`src/rtl/tsp_defines.svh`:
```
// register offsets, field positions, reset values and sizes of the stamp block
`ifndef TSP_DEFINES_SVH
`define TSP_DEFINES_SVH

`define TSP_ADDR_W          4
`define TSP_OFS_CONTROL     4'h0
`define TSP_OFS_LOCAL_LAT   4'h1
`define TSP_OFS_LINK_DELAY  4'h2
`define TSP_OFS_ASYMMETRY   4'h3
`define TSP_OFS_WORD_FIRST  4'h8
`define TSP_OFS_WORD_LAST   4'he

`define TSP_CTL_SIG_LO      0
`define TSP_CTL_SIG_HI      4
`define TSP_CTL_SHORT       5
`define TSP_CTL_THR_LO      6
`define TSP_CTL_THR_HI      9
`define TSP_CTL_LVL_MASK    10
`define TSP_CTL_SERIAL      11
`define TSP_CTL_OVF_CLR     12
`define TSP_CTL_LVL_LO      16
`define TSP_CTL_LVL_HI      19
`define TSP_CTL_OVF         20

`define TSP_CONTROL_RESET   32'h0000_0010
`define TSP_EMPTY_BIT       31
`define TSP_FLAG_HI         30
`define TSP_FLAG_LO         28

`define TSP_WORD_BYTES      5'h1a
`define TSP_SIG_MAX         5'h10
`define TSP_TS_BYTES_FULL   5'h0a
`define TSP_TS_BYTES_SHORT  5'h04
`define TSP_FLAGS_FULL      3'h7
`define TSP_FIFO_DEPTH      8
`define TSP_LVL_W           4
`define TSP_FRAC_BITS       16

`endif

```
`src/rtl/tsp_pkg.sv`:
```
// types shared by the stamp processor and egress stamp fifo
package tsp_pkg;
  typedef logic [207:0] tsp_word_t;
  typedef logic [63:0]  tsp_time_t;
  typedef enum logic [1:0]
  {
    FLUSH_IDLE  = 2'b01,
    FLUSH_ARMED = 2'b10
  } tsp_flush_e;
endpackage

```
`src/rtl/tsp_stamp_block.sv`:
```
// stamp processor with latency correction and egress stamp fifo with packing
`include "tsp_defines.svh"

// What this block does
// - ingress corrected time is raw time minus fixed latency minus pipeline delay.
// - egress corrected time is raw time plus fixed latency plus pipeline delay.
// - output is either corrected time snapshot or signed 64-bit correction.
// - also give corrected time in nanoseconds, and that plus link delay.
// - link delay is added into the correction value produced for event messages.
// - asymmetry is 32-bit signed, low sixteen bits fractional nanoseconds.
// - add-asymmetry control adds the sign-extended asymmetry to the correction.
// - subtract-asymmetry control subtracts the sign-extended asymmetry from it.
// - shadow copies of latency, link delay and asymmetry guard running calculations.
// - only event messages get correction updates; follow-ups pass unchanged.
// - the stamp fifo exists only for egress stamps.
// - storing an entry raises an event; overflow raises a separate event.
// - only configured signature bytes stored; entries packed end to end.
// - full entry is 208 bits: 128 signature plus 80 stamp bits.
// - with no signature an entry is 10 bytes, or 4 in short mode.
// - packing register goes into the fifo once it holds 26 bytes.
// - head readable as seven words; first has empty at bit 31, 16 data bits.
// - each read of the seventh word pops one fifo word while serial output is disabled.
// - draining to empty flushes a partly filled packing register.
// - 3-bit flag: 000 partial, 001-110 entries starting, 111 fully packed.
// - maskable event when level reaches threshold; level readable.
// - on overflow writes are inhibited, entries dropped, contents still readable.
// - with serial output enabled, fifo register reads are invalid.
module tsp_stamp_block
(
  input  wire logic                   clk_in,
  input  wire logic                   rst_n_in,
  input  wire logic                   ce_in,
  input  wire logic                   calc_valid_in,
  input  wire logic                   calc_egress_in,
  input  wire logic                   calc_event_in,
  input  wire logic                   calc_corr_mode_in,
  input  wire logic                   add_asym_in,
  input  wire logic                   sub_asym_in,
  input  wire tsp_pkg::tsp_time_t     raw_time_in,
  input  wire logic [31:0]            pipe_delay_in,
  input  wire tsp_pkg::tsp_time_t     correction_in,
  input  wire logic                   stamp_push_in,
  input  wire logic [79:0]            stamp_data_in,
  input  wire logic [127:0]           signature_in,
  input  wire logic [`TSP_ADDR_W-1:0] reg_addr_in,
  input  wire logic                   reg_wr_in,
  input  wire logic                   reg_rd_in,
  input  wire logic [31:0]            reg_wdata_in,
  output logic [31:0]                 reg_rdata_out,
  output logic                        result_valid_out,
  output tsp_pkg::tsp_time_t          result_out,
  output logic [47:0]                 corrected_time_nanosec_out,
  output logic [47:0]                 corrected_time_nanosec_peer_out,
  output logic                        stamp_stored_irq_out,
  output logic                        overflow_irq_out,
  output logic                        level_irq_out
);

  // software registers
  logic [31:0]               ts_fifo_control;
  logic [31:0]               local_latency;
  logic [31:0]               link_delay;
  logic [31:0]               delay_asymmetry_value;
  // shadow copies used by the calculation
  logic [31:0]               shadow_latency;
  logic [31:0]               shadow_link;
  logic [31:0]               shadow_asym;
  // fifo storage and pointers
  tsp_pkg::tsp_word_t        fifo_mem [`TSP_FIFO_DEPTH];
  logic [2:0]                fifo_flags [`TSP_FIFO_DEPTH];
  logic [2:0]                rd_ptr;
  logic [2:0]                wr_ptr;
  logic [`TSP_LVL_W-1:0]     fifo_fill_level;
  logic                      overflow_flag;
  // packing register
  tsp_pkg::tsp_word_t        pack_reg;
  logic [4:0]                pack_cnt;
  logic [2:0]                pack_starts;
  tsp_pkg::tsp_flush_e       flush_state;
  // combinational
  logic                      fifo_empty_flag;
  logic                      fifo_full;
  logic                      pop;
  logic                      fifo_wr;
  tsp_pkg::tsp_word_t        fifo_wdata;
  logic [2:0]                fifo_wflags;
  logic                      accept;
  logic                      drop;
  logic                      flush_go;
  tsp_pkg::tsp_word_t        next_pack;
  logic [4:0]                next_pack_cnt;
  logic [2:0]                next_pack_starts;
  logic [4:0]                signature_byte_count;
  logic                      short_stamp_mode;
  logic                      serial_stamp_out_enable;
  logic [`TSP_LVL_W-1:0]     fifo_level_threshold;
  logic [4:0]                ts_len;
  logic [4:0]                ent_len;
  logic [5:0]                fill_sum;
  tsp_pkg::tsp_word_t        entry;
  logic [415:0]              combined;
  logic [31:0]               head_words [7];
  tsp_pkg::tsp_time_t        active_time;
  tsp_pkg::tsp_time_t        new_corr;
  tsp_pkg::tsp_time_t        asym_ext;
  tsp_pkg::tsp_time_t        fixed_sum;

  // keeps the low n bytes of a packed value and zeroes the rest
  function automatic tsp_pkg::tsp_word_t keep_bytes(input tsp_pkg::tsp_word_t v,
                                                    input logic [4:0] n);
    tsp_pkg::tsp_word_t r;
    r = v;
    for (int i = 0; i < 26; i++)
    begin
      if (5'(i) >= n)
        r[i*8 +: 8] = 8'h00;
    end
    return r;
  endfunction

  // scales a plain nanosecond register into the fractional time format
  function automatic tsp_pkg::tsp_time_t to_scaled(input logic [31:0] ns);
    return {16'h0000, ns, 16'h0000};
  endfunction

  // control fields
  assign signature_byte_count    = (ts_fifo_control[`TSP_CTL_SIG_HI:`TSP_CTL_SIG_LO]
                                    > `TSP_SIG_MAX) ? `TSP_SIG_MAX
                                   : ts_fifo_control[`TSP_CTL_SIG_HI:`TSP_CTL_SIG_LO];
  assign short_stamp_mode        = ts_fifo_control[`TSP_CTL_SHORT];
  assign serial_stamp_out_enable = ts_fifo_control[`TSP_CTL_SERIAL];
  assign fifo_level_threshold    = ts_fifo_control[`TSP_CTL_THR_HI:`TSP_CTL_THR_LO];

  // register writes; the fifo words are read-only
  always_ff @(posedge clk_in)
  begin
    if (!rst_n_in)
    begin
      ts_fifo_control       <= `TSP_CONTROL_RESET;
      local_latency         <= 32'h0000_0000;
      link_delay            <= 32'h0000_0000;
      delay_asymmetry_value <= 32'h0000_0000;
    end
    else if (ce_in && reg_wr_in)
    begin
      if (reg_addr_in == `TSP_OFS_CONTROL)
        ts_fifo_control <= {20'h00000, reg_wdata_in[11:0]};
      else if (reg_addr_in == `TSP_OFS_LOCAL_LAT)
        local_latency <= reg_wdata_in;
      else if (reg_addr_in == `TSP_OFS_LINK_DELAY)
        link_delay <= reg_wdata_in;
      else if (reg_addr_in == `TSP_OFS_ASYMMETRY)
        delay_asymmetry_value <= reg_wdata_in;
    end
  end

  // shadows follow software only between requests
  always_ff @(posedge clk_in)
  begin
    if (!rst_n_in)
    begin
      shadow_latency <= 32'h0000_0000;
      shadow_link    <= 32'h0000_0000;
      shadow_asym    <= 32'h0000_0000;
    end
    else if (ce_in && !calc_valid_in)
    begin
      shadow_latency <= local_latency;
      shadow_link    <= link_delay;
      shadow_asym    <= delay_asymmetry_value;
    end
  end

  // corrected time and correction value
  always_comb
  begin
    fixed_sum = to_scaled(shadow_latency) + to_scaled(pipe_delay_in);
    if (calc_egress_in)
      active_time = raw_time_in + fixed_sum;
    else
      active_time = raw_time_in - fixed_sum;
    // asymmetry keeps its fraction in the low 16 bits, sign-extended to 64
    asym_ext = {{32{shadow_asym[31]}}, shadow_asym};
    new_corr = correction_in + to_scaled(shadow_link);
    if (calc_egress_in)
      new_corr = new_corr + active_time;
    else
      new_corr = new_corr - active_time;
    if (add_asym_in)
      new_corr = new_corr + asym_ext;
    if (sub_asym_in)
      new_corr = new_corr - asym_ext;
  end

  // result stage toward the rewriter
  always_ff @(posedge clk_in)
  begin
    if (!rst_n_in)
    begin
      result_valid_out                <= 1'b0;
      result_out                      <= 64'h0;
      corrected_time_nanosec_out      <= 48'h0;
      corrected_time_nanosec_peer_out <= 48'h0;
    end
    else if (ce_in)
    begin
      result_valid_out <= calc_valid_in;
      if (calc_valid_in)
      begin
        if (!calc_corr_mode_in)
          result_out <= active_time;
        else if (calc_event_in)
          result_out <= new_corr;
        else
          result_out <= correction_in;
        corrected_time_nanosec_out <= active_time[63:`TSP_FRAC_BITS];
        corrected_time_nanosec_peer_out <= active_time[63:`TSP_FRAC_BITS]
                                           + {16'h0000, shadow_link};
      end
    end
  end

  // fifo status; pushes come from the egress analyzer only
  assign fifo_empty_flag = (fifo_fill_level == '0);
  assign fifo_full       = (fifo_fill_level == `TSP_LVL_W'(`TSP_FIFO_DEPTH));
  assign pop = reg_rd_in && (reg_addr_in == `TSP_OFS_WORD_LAST)
               && !fifo_empty_flag && !serial_stamp_out_enable;

  // packing of one entry behind the bytes already held
  always_comb
  begin
    ts_len   = short_stamp_mode ? `TSP_TS_BYTES_SHORT : `TSP_TS_BYTES_FULL;
    ent_len  = ts_len + signature_byte_count;
    entry    = keep_bytes({128'h0, stamp_data_in}, ts_len)
               | (keep_bytes({80'h0, signature_in}, signature_byte_count)
                  << {ts_len, 3'b000});
    combined = {208'h0, pack_reg} | ({208'h0, entry} << {pack_cnt, 3'b000});
    fill_sum = {1'b0, pack_cnt} + {1'b0, ent_len};
    drop     = stamp_push_in && (overflow_flag
               || (fill_sum >= {1'b0, `TSP_WORD_BYTES} && fifo_full && !pop));
    accept   = stamp_push_in && !drop;
    flush_go = (flush_state == tsp_pkg::FLUSH_ARMED) && fifo_empty_flag
               && (pack_cnt != 5'h00) && !stamp_push_in;
    fifo_wr          = 1'b0;
    fifo_wdata       = pack_reg;
    fifo_wflags      = pack_starts;
    next_pack        = pack_reg;
    next_pack_cnt    = pack_cnt;
    next_pack_starts = pack_starts;
    if (accept && fill_sum >= {1'b0, `TSP_WORD_BYTES})
    begin
      fifo_wr          = 1'b1;
      fifo_wdata       = combined[207:0];
      fifo_wflags      = `TSP_FLAGS_FULL;
      next_pack        = combined[415:208];
      next_pack_cnt    = 5'(fill_sum - {1'b0, `TSP_WORD_BYTES});
      next_pack_starts = 3'h0;
    end
    else if (accept)
    begin
      next_pack        = combined[207:0];
      next_pack_cnt    = fill_sum[4:0];
      next_pack_starts = pack_starts + 3'h1;
    end
    else if (flush_go)
    begin
      fifo_wr          = 1'b1;
      fifo_wflags      = pack_starts;
      next_pack        = '0;
      next_pack_cnt    = 5'h00;
      next_pack_starts = 3'h0;
    end
  end

  // packing register state
  always_ff @(posedge clk_in)
  begin
    if (!rst_n_in)
    begin
      pack_reg    <= '0;
      pack_cnt    <= 5'h00;
      pack_starts <= 3'h0;
    end
    else if (ce_in)
    begin
      pack_reg    <= next_pack;
      pack_cnt    <= next_pack_cnt;
      pack_starts <= next_pack_starts;
    end
  end

  // flush arms when a pop drains the last word
  always_ff @(posedge clk_in)
  begin
    if (!rst_n_in)
      flush_state <= tsp_pkg::FLUSH_IDLE;
    else if (ce_in)
    begin
      case (flush_state)
        tsp_pkg::FLUSH_IDLE:
          if (pop && fifo_fill_level == `TSP_LVL_W'(1) && !fifo_wr)
            flush_state <= tsp_pkg::FLUSH_ARMED;
        tsp_pkg::FLUSH_ARMED:
          if (flush_go || !fifo_empty_flag || pack_cnt == 5'h00)
            flush_state <= tsp_pkg::FLUSH_IDLE;
        default:
          flush_state <= tsp_pkg::FLUSH_IDLE;
      endcase
    end
  end

  // fifo storage, not reset
  always_ff @(posedge clk_in)
  begin
    if (ce_in && fifo_wr)
    begin
      fifo_mem[wr_ptr]   <= fifo_wdata;
      fifo_flags[wr_ptr] <= fifo_wflags;
    end
  end

  // pointers and level
  always_ff @(posedge clk_in)
  begin
    if (!rst_n_in)
    begin
      rd_ptr          <= 3'h0;
      wr_ptr          <= 3'h0;
      fifo_fill_level <= '0;
    end
    else if (ce_in)
    begin
      if (fifo_wr)
        wr_ptr <= wr_ptr + 3'h1;
      if (pop)
        rd_ptr <= rd_ptr + 3'h1;
      if (fifo_wr && !pop)
        fifo_fill_level <= fifo_fill_level + `TSP_LVL_W'(1);
      else if (pop && !fifo_wr)
        fifo_fill_level <= fifo_fill_level - `TSP_LVL_W'(1);
    end
  end

  // sticky overflow; a drop wins over a clear
  always_ff @(posedge clk_in)
  begin
    if (!rst_n_in)
      overflow_flag <= 1'b0;
    else if (ce_in)
    begin
      if (drop)
        overflow_flag <= 1'b1;
      else if (reg_wr_in && reg_addr_in == `TSP_OFS_CONTROL
               && reg_wdata_in[`TSP_CTL_OVF_CLR])
        overflow_flag <= 1'b0;
    end
  end

  // event outputs
  always_ff @(posedge clk_in)
  begin
    if (!rst_n_in)
    begin
      stamp_stored_irq_out <= 1'b0;
      overflow_irq_out     <= 1'b0;
      level_irq_out        <= 1'b0;
    end
    else if (ce_in)
    begin
      stamp_stored_irq_out <= accept;
      overflow_irq_out     <= overflow_flag || drop;
      level_irq_out        <= ts_fifo_control[`TSP_CTL_LVL_MASK]
                              && (fifo_fill_level >= fifo_level_threshold)
                              && (fifo_level_threshold != '0);
    end
  end

  // head word split into seven readable words
  assign head_words[0] = {fifo_empty_flag, fifo_flags[rd_ptr], 12'h000,
                          fifo_mem[rd_ptr][15:0]};
  genvar gi;
  generate
    for (gi = 1; gi < 7; gi++)
    begin : g_words
      assign head_words[gi] = fifo_mem[rd_ptr][16 + (gi-1)*32 +: 32];
    end
  endgenerate

  // read data, one cycle after the strobe
  always_ff @(posedge clk_in)
  begin
    if (!rst_n_in)
      reg_rdata_out <= 32'h0000_0000;
    else if (ce_in && reg_rd_in)
    begin
      if (reg_addr_in == `TSP_OFS_CONTROL)
        reg_rdata_out <= {11'h000, overflow_flag, fifo_fill_level,
                          ts_fifo_control[15:0]};
      else if (reg_addr_in == `TSP_OFS_LOCAL_LAT)
        reg_rdata_out <= local_latency;
      else if (reg_addr_in == `TSP_OFS_LINK_DELAY)
        reg_rdata_out <= link_delay;
      else if (reg_addr_in == `TSP_OFS_ASYMMETRY)
        reg_rdata_out <= delay_asymmetry_value;
      else if (serial_stamp_out_enable && reg_addr_in >= `TSP_OFS_WORD_FIRST
               && reg_addr_in <= `TSP_OFS_WORD_LAST)
        reg_rdata_out <= 32'h0000_0000;
      else if (reg_addr_in >= `TSP_OFS_WORD_FIRST && reg_addr_in <= `TSP_OFS_WORD_LAST)
      begin
        if (fifo_empty_flag)
          reg_rdata_out <= 32'h8000_0000;       // only the empty flag is meaningful
        else
          reg_rdata_out <= head_words[3'(reg_addr_in - `TSP_OFS_WORD_FIRST)];
      end
      else
        reg_rdata_out <= 32'h0000_0000;
    end
  end

endmodule

```
`config.mk`:
```
export PLATFORM = sky130hd
export DESIGN_NAME = tsp_stamp_block
export DESIGN_NICKNAME = d
export VERILOG_FILES = /design/src/rtl/tsp_pkg.sv /design/src/rtl/tsp_stamp_block.sv
export VERILOG_INCLUDE_DIRS = /design/src /design/src/rtl
export SDC_FILE = /design/constraint.sdc
export NUM_CORES = 2
export LEC_CHECK = 0
export ABC_AREA = 0
export ABC_CLOCK_PERIOD_IN_PS = 36800
export BUFFER_PORTS_ARGS = -buffer_cell sky130_fd_sc_hd__buf_2
export CAP_MARGIN = 20
export CELL_PAD_IN_SITES_DETAIL_PLACEMENT = 0
export CELL_PAD_IN_SITES_GLOBAL_PLACEMENT = 1
export CORE_ASPECT_RATIO = 1.1
export CORE_UTILIZATION = 40
export DETAILED_ROUTE_END_ITERATION = 6
export PLACE_DENSITY_LB_ADDON = 0.1
export SYNTH_ARGS = -nofsm -noshare
export SYNTH_HDL_FRONTEND = slang
export SYNTH_SLANG_ARGS = --single-unit
```
`constraint.sdc`:
```
create_clock -name clk_in -period 36.8 [get_ports clk_in]
set_input_delay 1.84 -clock clk_in [delete_from_list [all_inputs] [get_ports clk_in]]
set_output_delay 1.84 -clock clk_in [all_outputs]
set_load 0.1 [all_outputs]
```
==> run summary <==
OUTCOME
------------------------------------------------------------------------------------------------------
Result of the run                                                                         finished, violations left
Violations in the final reports                                                           design-rule violations

GRT
------------------------------------------------------------------------------------------------------
Initial antenna violation count                                                                     73
First-pass GRT wire length                                                                      757 mm
GRT Residual Overflow                                                                                0
Via count of the first global-routing pass                                                      98,300
Maximum number of pins on one net before global-route repair                                       245
Total global routing track utilization                                                           32.8%

HOLD PATH
------------------------------------------------------------------------------------------------------
Worst Hold Class                                                                            reg -> reg

DIE
------------------------------------------------------------------------------------------------------
Area inside the core boundary                                                                0.318 mm²
Floorplan die area                                                                           0.322 mm²
Die Y-Extent                                                                                    595 µm
Width of the die                                                                                541 µm
Number of ports placed on the die boundary                                                         612
Number of rows in the core area                                                                    217
Initial cell density of the core                                                                 40.2%

POWER AND IR DROP
------------------------------------------------------------------------------------------------------
Power density normalized to cell area                                                      68.9 mW/mm²
Relative contribution of the clock network to total power                                        25.9%
Switch Pwr                                                                                     3.98 mW
Sw Share                                                                                         40.2%
Power share of the combinational group                                                           39.6%
Sequential power share                                                                           34.5%
Worst vdd rail ir drop                                                                     0.0000493 V
Leak                                                                                           52.7 nW
Internal                                                                                       5.92 mW

LAYOUT
------------------------------------------------------------------------------------------------------
Fraction of layout instances using a drive strength above 1                                      16.3%
Multi-input gate area in the final layout                                                   0.0607 mm²
Most frequent cells in the layout                                                         1,688 x edfxtp_1, 1,346 x a21oi_1, 1,198 x nand2_1
Final Core Density                                                                               45.3%
# nets final                                                                                    12,900
Number of cells in the finished layout apart from fillers                                       16,500
Sequential Area                                                                             0.0634 mm²
Commonest non-fill, non-tap cell in the layout                                                edfxtp_1
Total of fill cells in the finished design                                                      29,900
Flip-flop count of the largest register, all copies and words added                              1,664
Area delta synth->final                                                                          12.5%

SETUP PATH
------------------------------------------------------------------------------------------------------
Largest stage delay on the critical path                                                       0.83 ns
CP Data Arrival Time                                                                          16.70 ns
Internal reg-to-reg setup slack                                                               21.72 ns
Endpoint of the lowest-slack register-to-register path                                    result_out[63]
Class of the most critical setup path                                                        in -> reg
Capture point of the critical path                                                        result_out[63]
Reg-to-Reg Start                                                                          shadow_latency[0]
Worst path slowest cell                                                                         xor2_1
Most frequent cell on the critical path                                                         a21o_1
Maximum fanout count along the critical path                                                        11
Worst Setup SP                                                                            pipe_delay_in[0]
Crit path required time                                                                       37.67 ns
Critical path capture point type                                                              register
Depth of the worst register-to-register path                                                        53
Kind of start point of the critical path                                                  primary input

ROUTING
------------------------------------------------------------------------------------------------------
Total vias in the final route                                                                  102,000
Mean routed wirelength per cell                                                                32.7 µm
Total iterations of the first detailed-routing run                                                   7
# DRC                                                                                                1
Total Wirelength                                                                                541 mm
Vias per cell                                                                                     6.18
Antenna Nets Post-Route                                                                              0
1st-iter DRT viols                                                                              10,100

SYNTHESIS
------------------------------------------------------------------------------------------------------
Nets in the synthesized netlist                                                                 12,600
Async set-or-reset flop fraction in the synthesized netlist                                         0%
Number of enable flip-flop cells after synthesis                                                 1,688
Count of distinct cell types in the synthesized netlist                                            110
Share of the yosys chip area belonging to registers                                              49.6%
Yosys Warn Count                                                                                     0
Combined area of all synthesized cells                                                       0.128 mm²
Cell count after synthesis                                                                      11,900
Flops & latches, synth                                                                           2,320
Primary flip-flop cell chosen by synthesis mapping                                            edfxtp_1
Synthesized area divided by synthesized cell count                                            10.8 µm²

TIMING
------------------------------------------------------------------------------------------------------
Unrepaired setup endpoints after global routing                                                  false
Post-route fraction of the period consumed by the critical path                                  43.0%
Final-report max-slew violation count                                                                0
Fin Clk Skew                                                                                 0.0998 ns
Endpoints failing setup                                                                              0
Clock period minus final worst setup slack                                                    15.83 ns
Worst slew margin relative to its limit                                                          17.2%
Hold Violations, Final                                                                               0
Setup Total Neg Slack                                                                             0 ns
Peak clock frequency supported by timing                                                      63.2 MHz
Tightest Pin Transition                                                                        1.24 ns

CLOCKING
------------------------------------------------------------------------------------------------------
Clock transition at the register clock pins on the worst setup and hold paths after CTS        0.07 ns
Total of hold buffers inserted after clock tree synthesis                                            0
Clock Path Buffers                                                                                   4
Clock tree from TritonCTS                                                                          yes
Post-CTS Setup Repair Bufs                                                                           0
Root buffer cell                                                                             clkbuf_16
Inserted Clock Buffers                                                                             244
Worst skew pair latency                                                                        1.00 ns
H-Tree Level Count                                                                                   4
Clock Sinks                                                                                      2,320
Resize count post-CTS                                                                                0

PLACED DESIGN
------------------------------------------------------------------------------------------------------
Half-perimeter wire length after detailed placement                                             397 mm
IO Port Bufs                                                                                       611
Placed Instances                                                                                16,000
Final weighted congestion in routability-driven placement                                        0.958

JOB
------------------------------------------------------------------------------------------------------
Count of max-cap constraint violations                                                               0

==> synth_stat cells (all sizes together) (41+ instances only) <==
library cell	count	area share, %
a211oi	116	0.69
a21o	272	1.6
a21oi	1350	5.3
a22oi	78	0.46
a31oi	127	0.63
and2	53	0.26
and3	95	0.47
buf	182	0.55
clkbuf	657	1.9
dfxtp	632	9.9
edfxtp	1688	40
ha	359	3.5
inv	238	0.70
mux2	158	1.4
mux2i	534	4.2
mux4	427	7.5
nand2	1203	3.5
nand2b	52	0.25
nand3	214	0.84
nand4	74	0.36
nor2	809	2.4
nor2b	66	0.32
nor3	217	0.87
o211ai	67	0.40
o21a	70	0.41
o21ai	754	3.0
o21bai	171	1.0
o221ai	44	0.30
o22ai	157	0.77
or3	41	0.20
xnor2	252	1.7
xor2	165	1.1
==> metal layers <==
| layer | vias up | part of all wire, % | GRT usage (%) | wire (µm) |
|---|---|---|---|---|
| li1 | 45400 | - | - | - |
| met1 | 51500 | 40 | 41.4 | 217000 |
| met2 | 4272 | 47 | 54.1 | 256000 |
| met3 | 958 | 6.6 | 5.36 | 35900 |
| met4 | 22 | 6.0 | 16.8 | 32400 |
| met5 | - | 0.031 | 0 | 167 |
==> worst max-delay path: cells and delay by family <==
family / cells / cell delay, ns
simple gates: 14 / 3.83
xor+xnor: 7 / 2.23
compound gates: 22 / 5.45
mux: 2 / 0.78
fa+ha+maj: 6 / 2.21
buf+inv: 3 / 0.33
==> power groups by stage <==
stage | clock network (mW) | logic (mW) | registers (mW)
finish | 2.57 | 3.92 | 3.42
global route | 2.70 | 4.15 | 3.43
detailed placement | 0 | 3.85 | 3.47
CTS | 2.61 | 3.87 | 3.42
floorplan | 0 | 2.25 | 3.62
global placement | 0 | 3.82 | 3.46
==> cell families (layout without fill, tap and decap cells) <==
group           after synthesis  in the layout  synth area share [%]
compound gates             3579           3579                  17.2
simple gates               2968           2968                  10.4
flops                      2320           2320                  49.6
mux                        1119           1119                  13.1
buf+inv                    1083           1557                  3.20
xor+xnor                    418            418                  2.89
fa+ha+maj                   368            368                  3.66
other cells                   0             45                     0
==> how the worst min path moves through the flow <==
stage / start / to / slack, ns / depth (start not counted)
5_1_grt: corrected_time_nanosec_peer_out[3] / corrected_time_nanosec_peer_out[3] / 0.46 / 2
3_3_place_gp: corrected_time_nanosec_peer_out[23] / corrected_time_nanosec_peer_out[23] / 0.44 / 2
3_5_place_dp: corrected_time_nanosec_peer_out[3] / corrected_time_nanosec_peer_out[3] / 0.44 / 2
6_report: corrected_time_nanosec_peer_out[6] / corrected_time_nanosec_peer_out[6] / 0.45 / 2
2_1_floorplan: pack_reg[181] / pack_reg[181] / 0.43 / 2
4_1_cts: local_latency[2] / shadow_latency[2] / 0.43 / 2
==> stage by stage <==
stage / worst slack, ns / hold WS [ns] / cell area [µm²] / power [mW]
after detailed placement: 20.33 / 0.443 / 135000 / 7.33
after global routing: 20.39 / 0.459 / 144000 / 10.3
after floorplan: 9.41 / 0.429 / 128000 / 5.87
after CTS: 21.25 / 0.434 / 144000 / 9.90
final: 20.97 / 0.446 / 144000 / 9.90
after global placement: 20.27 / 0.439 / 135000 / 7.28
==> area by class of cell <==
class | count | share of cell area (%)
diodes | 45 | 0.0783
clock buffers | 286 | 4.44
clock inverters | 169 | 1.34
inverters | 244 | 0.656
multi-input cells | 8452 | 42.2
flip-flops and latches | 2320 | 44.1
well taps | 4161 | 3.62
repair buffers | 858 | 3.54
Power figures use the tool's default switching activity.
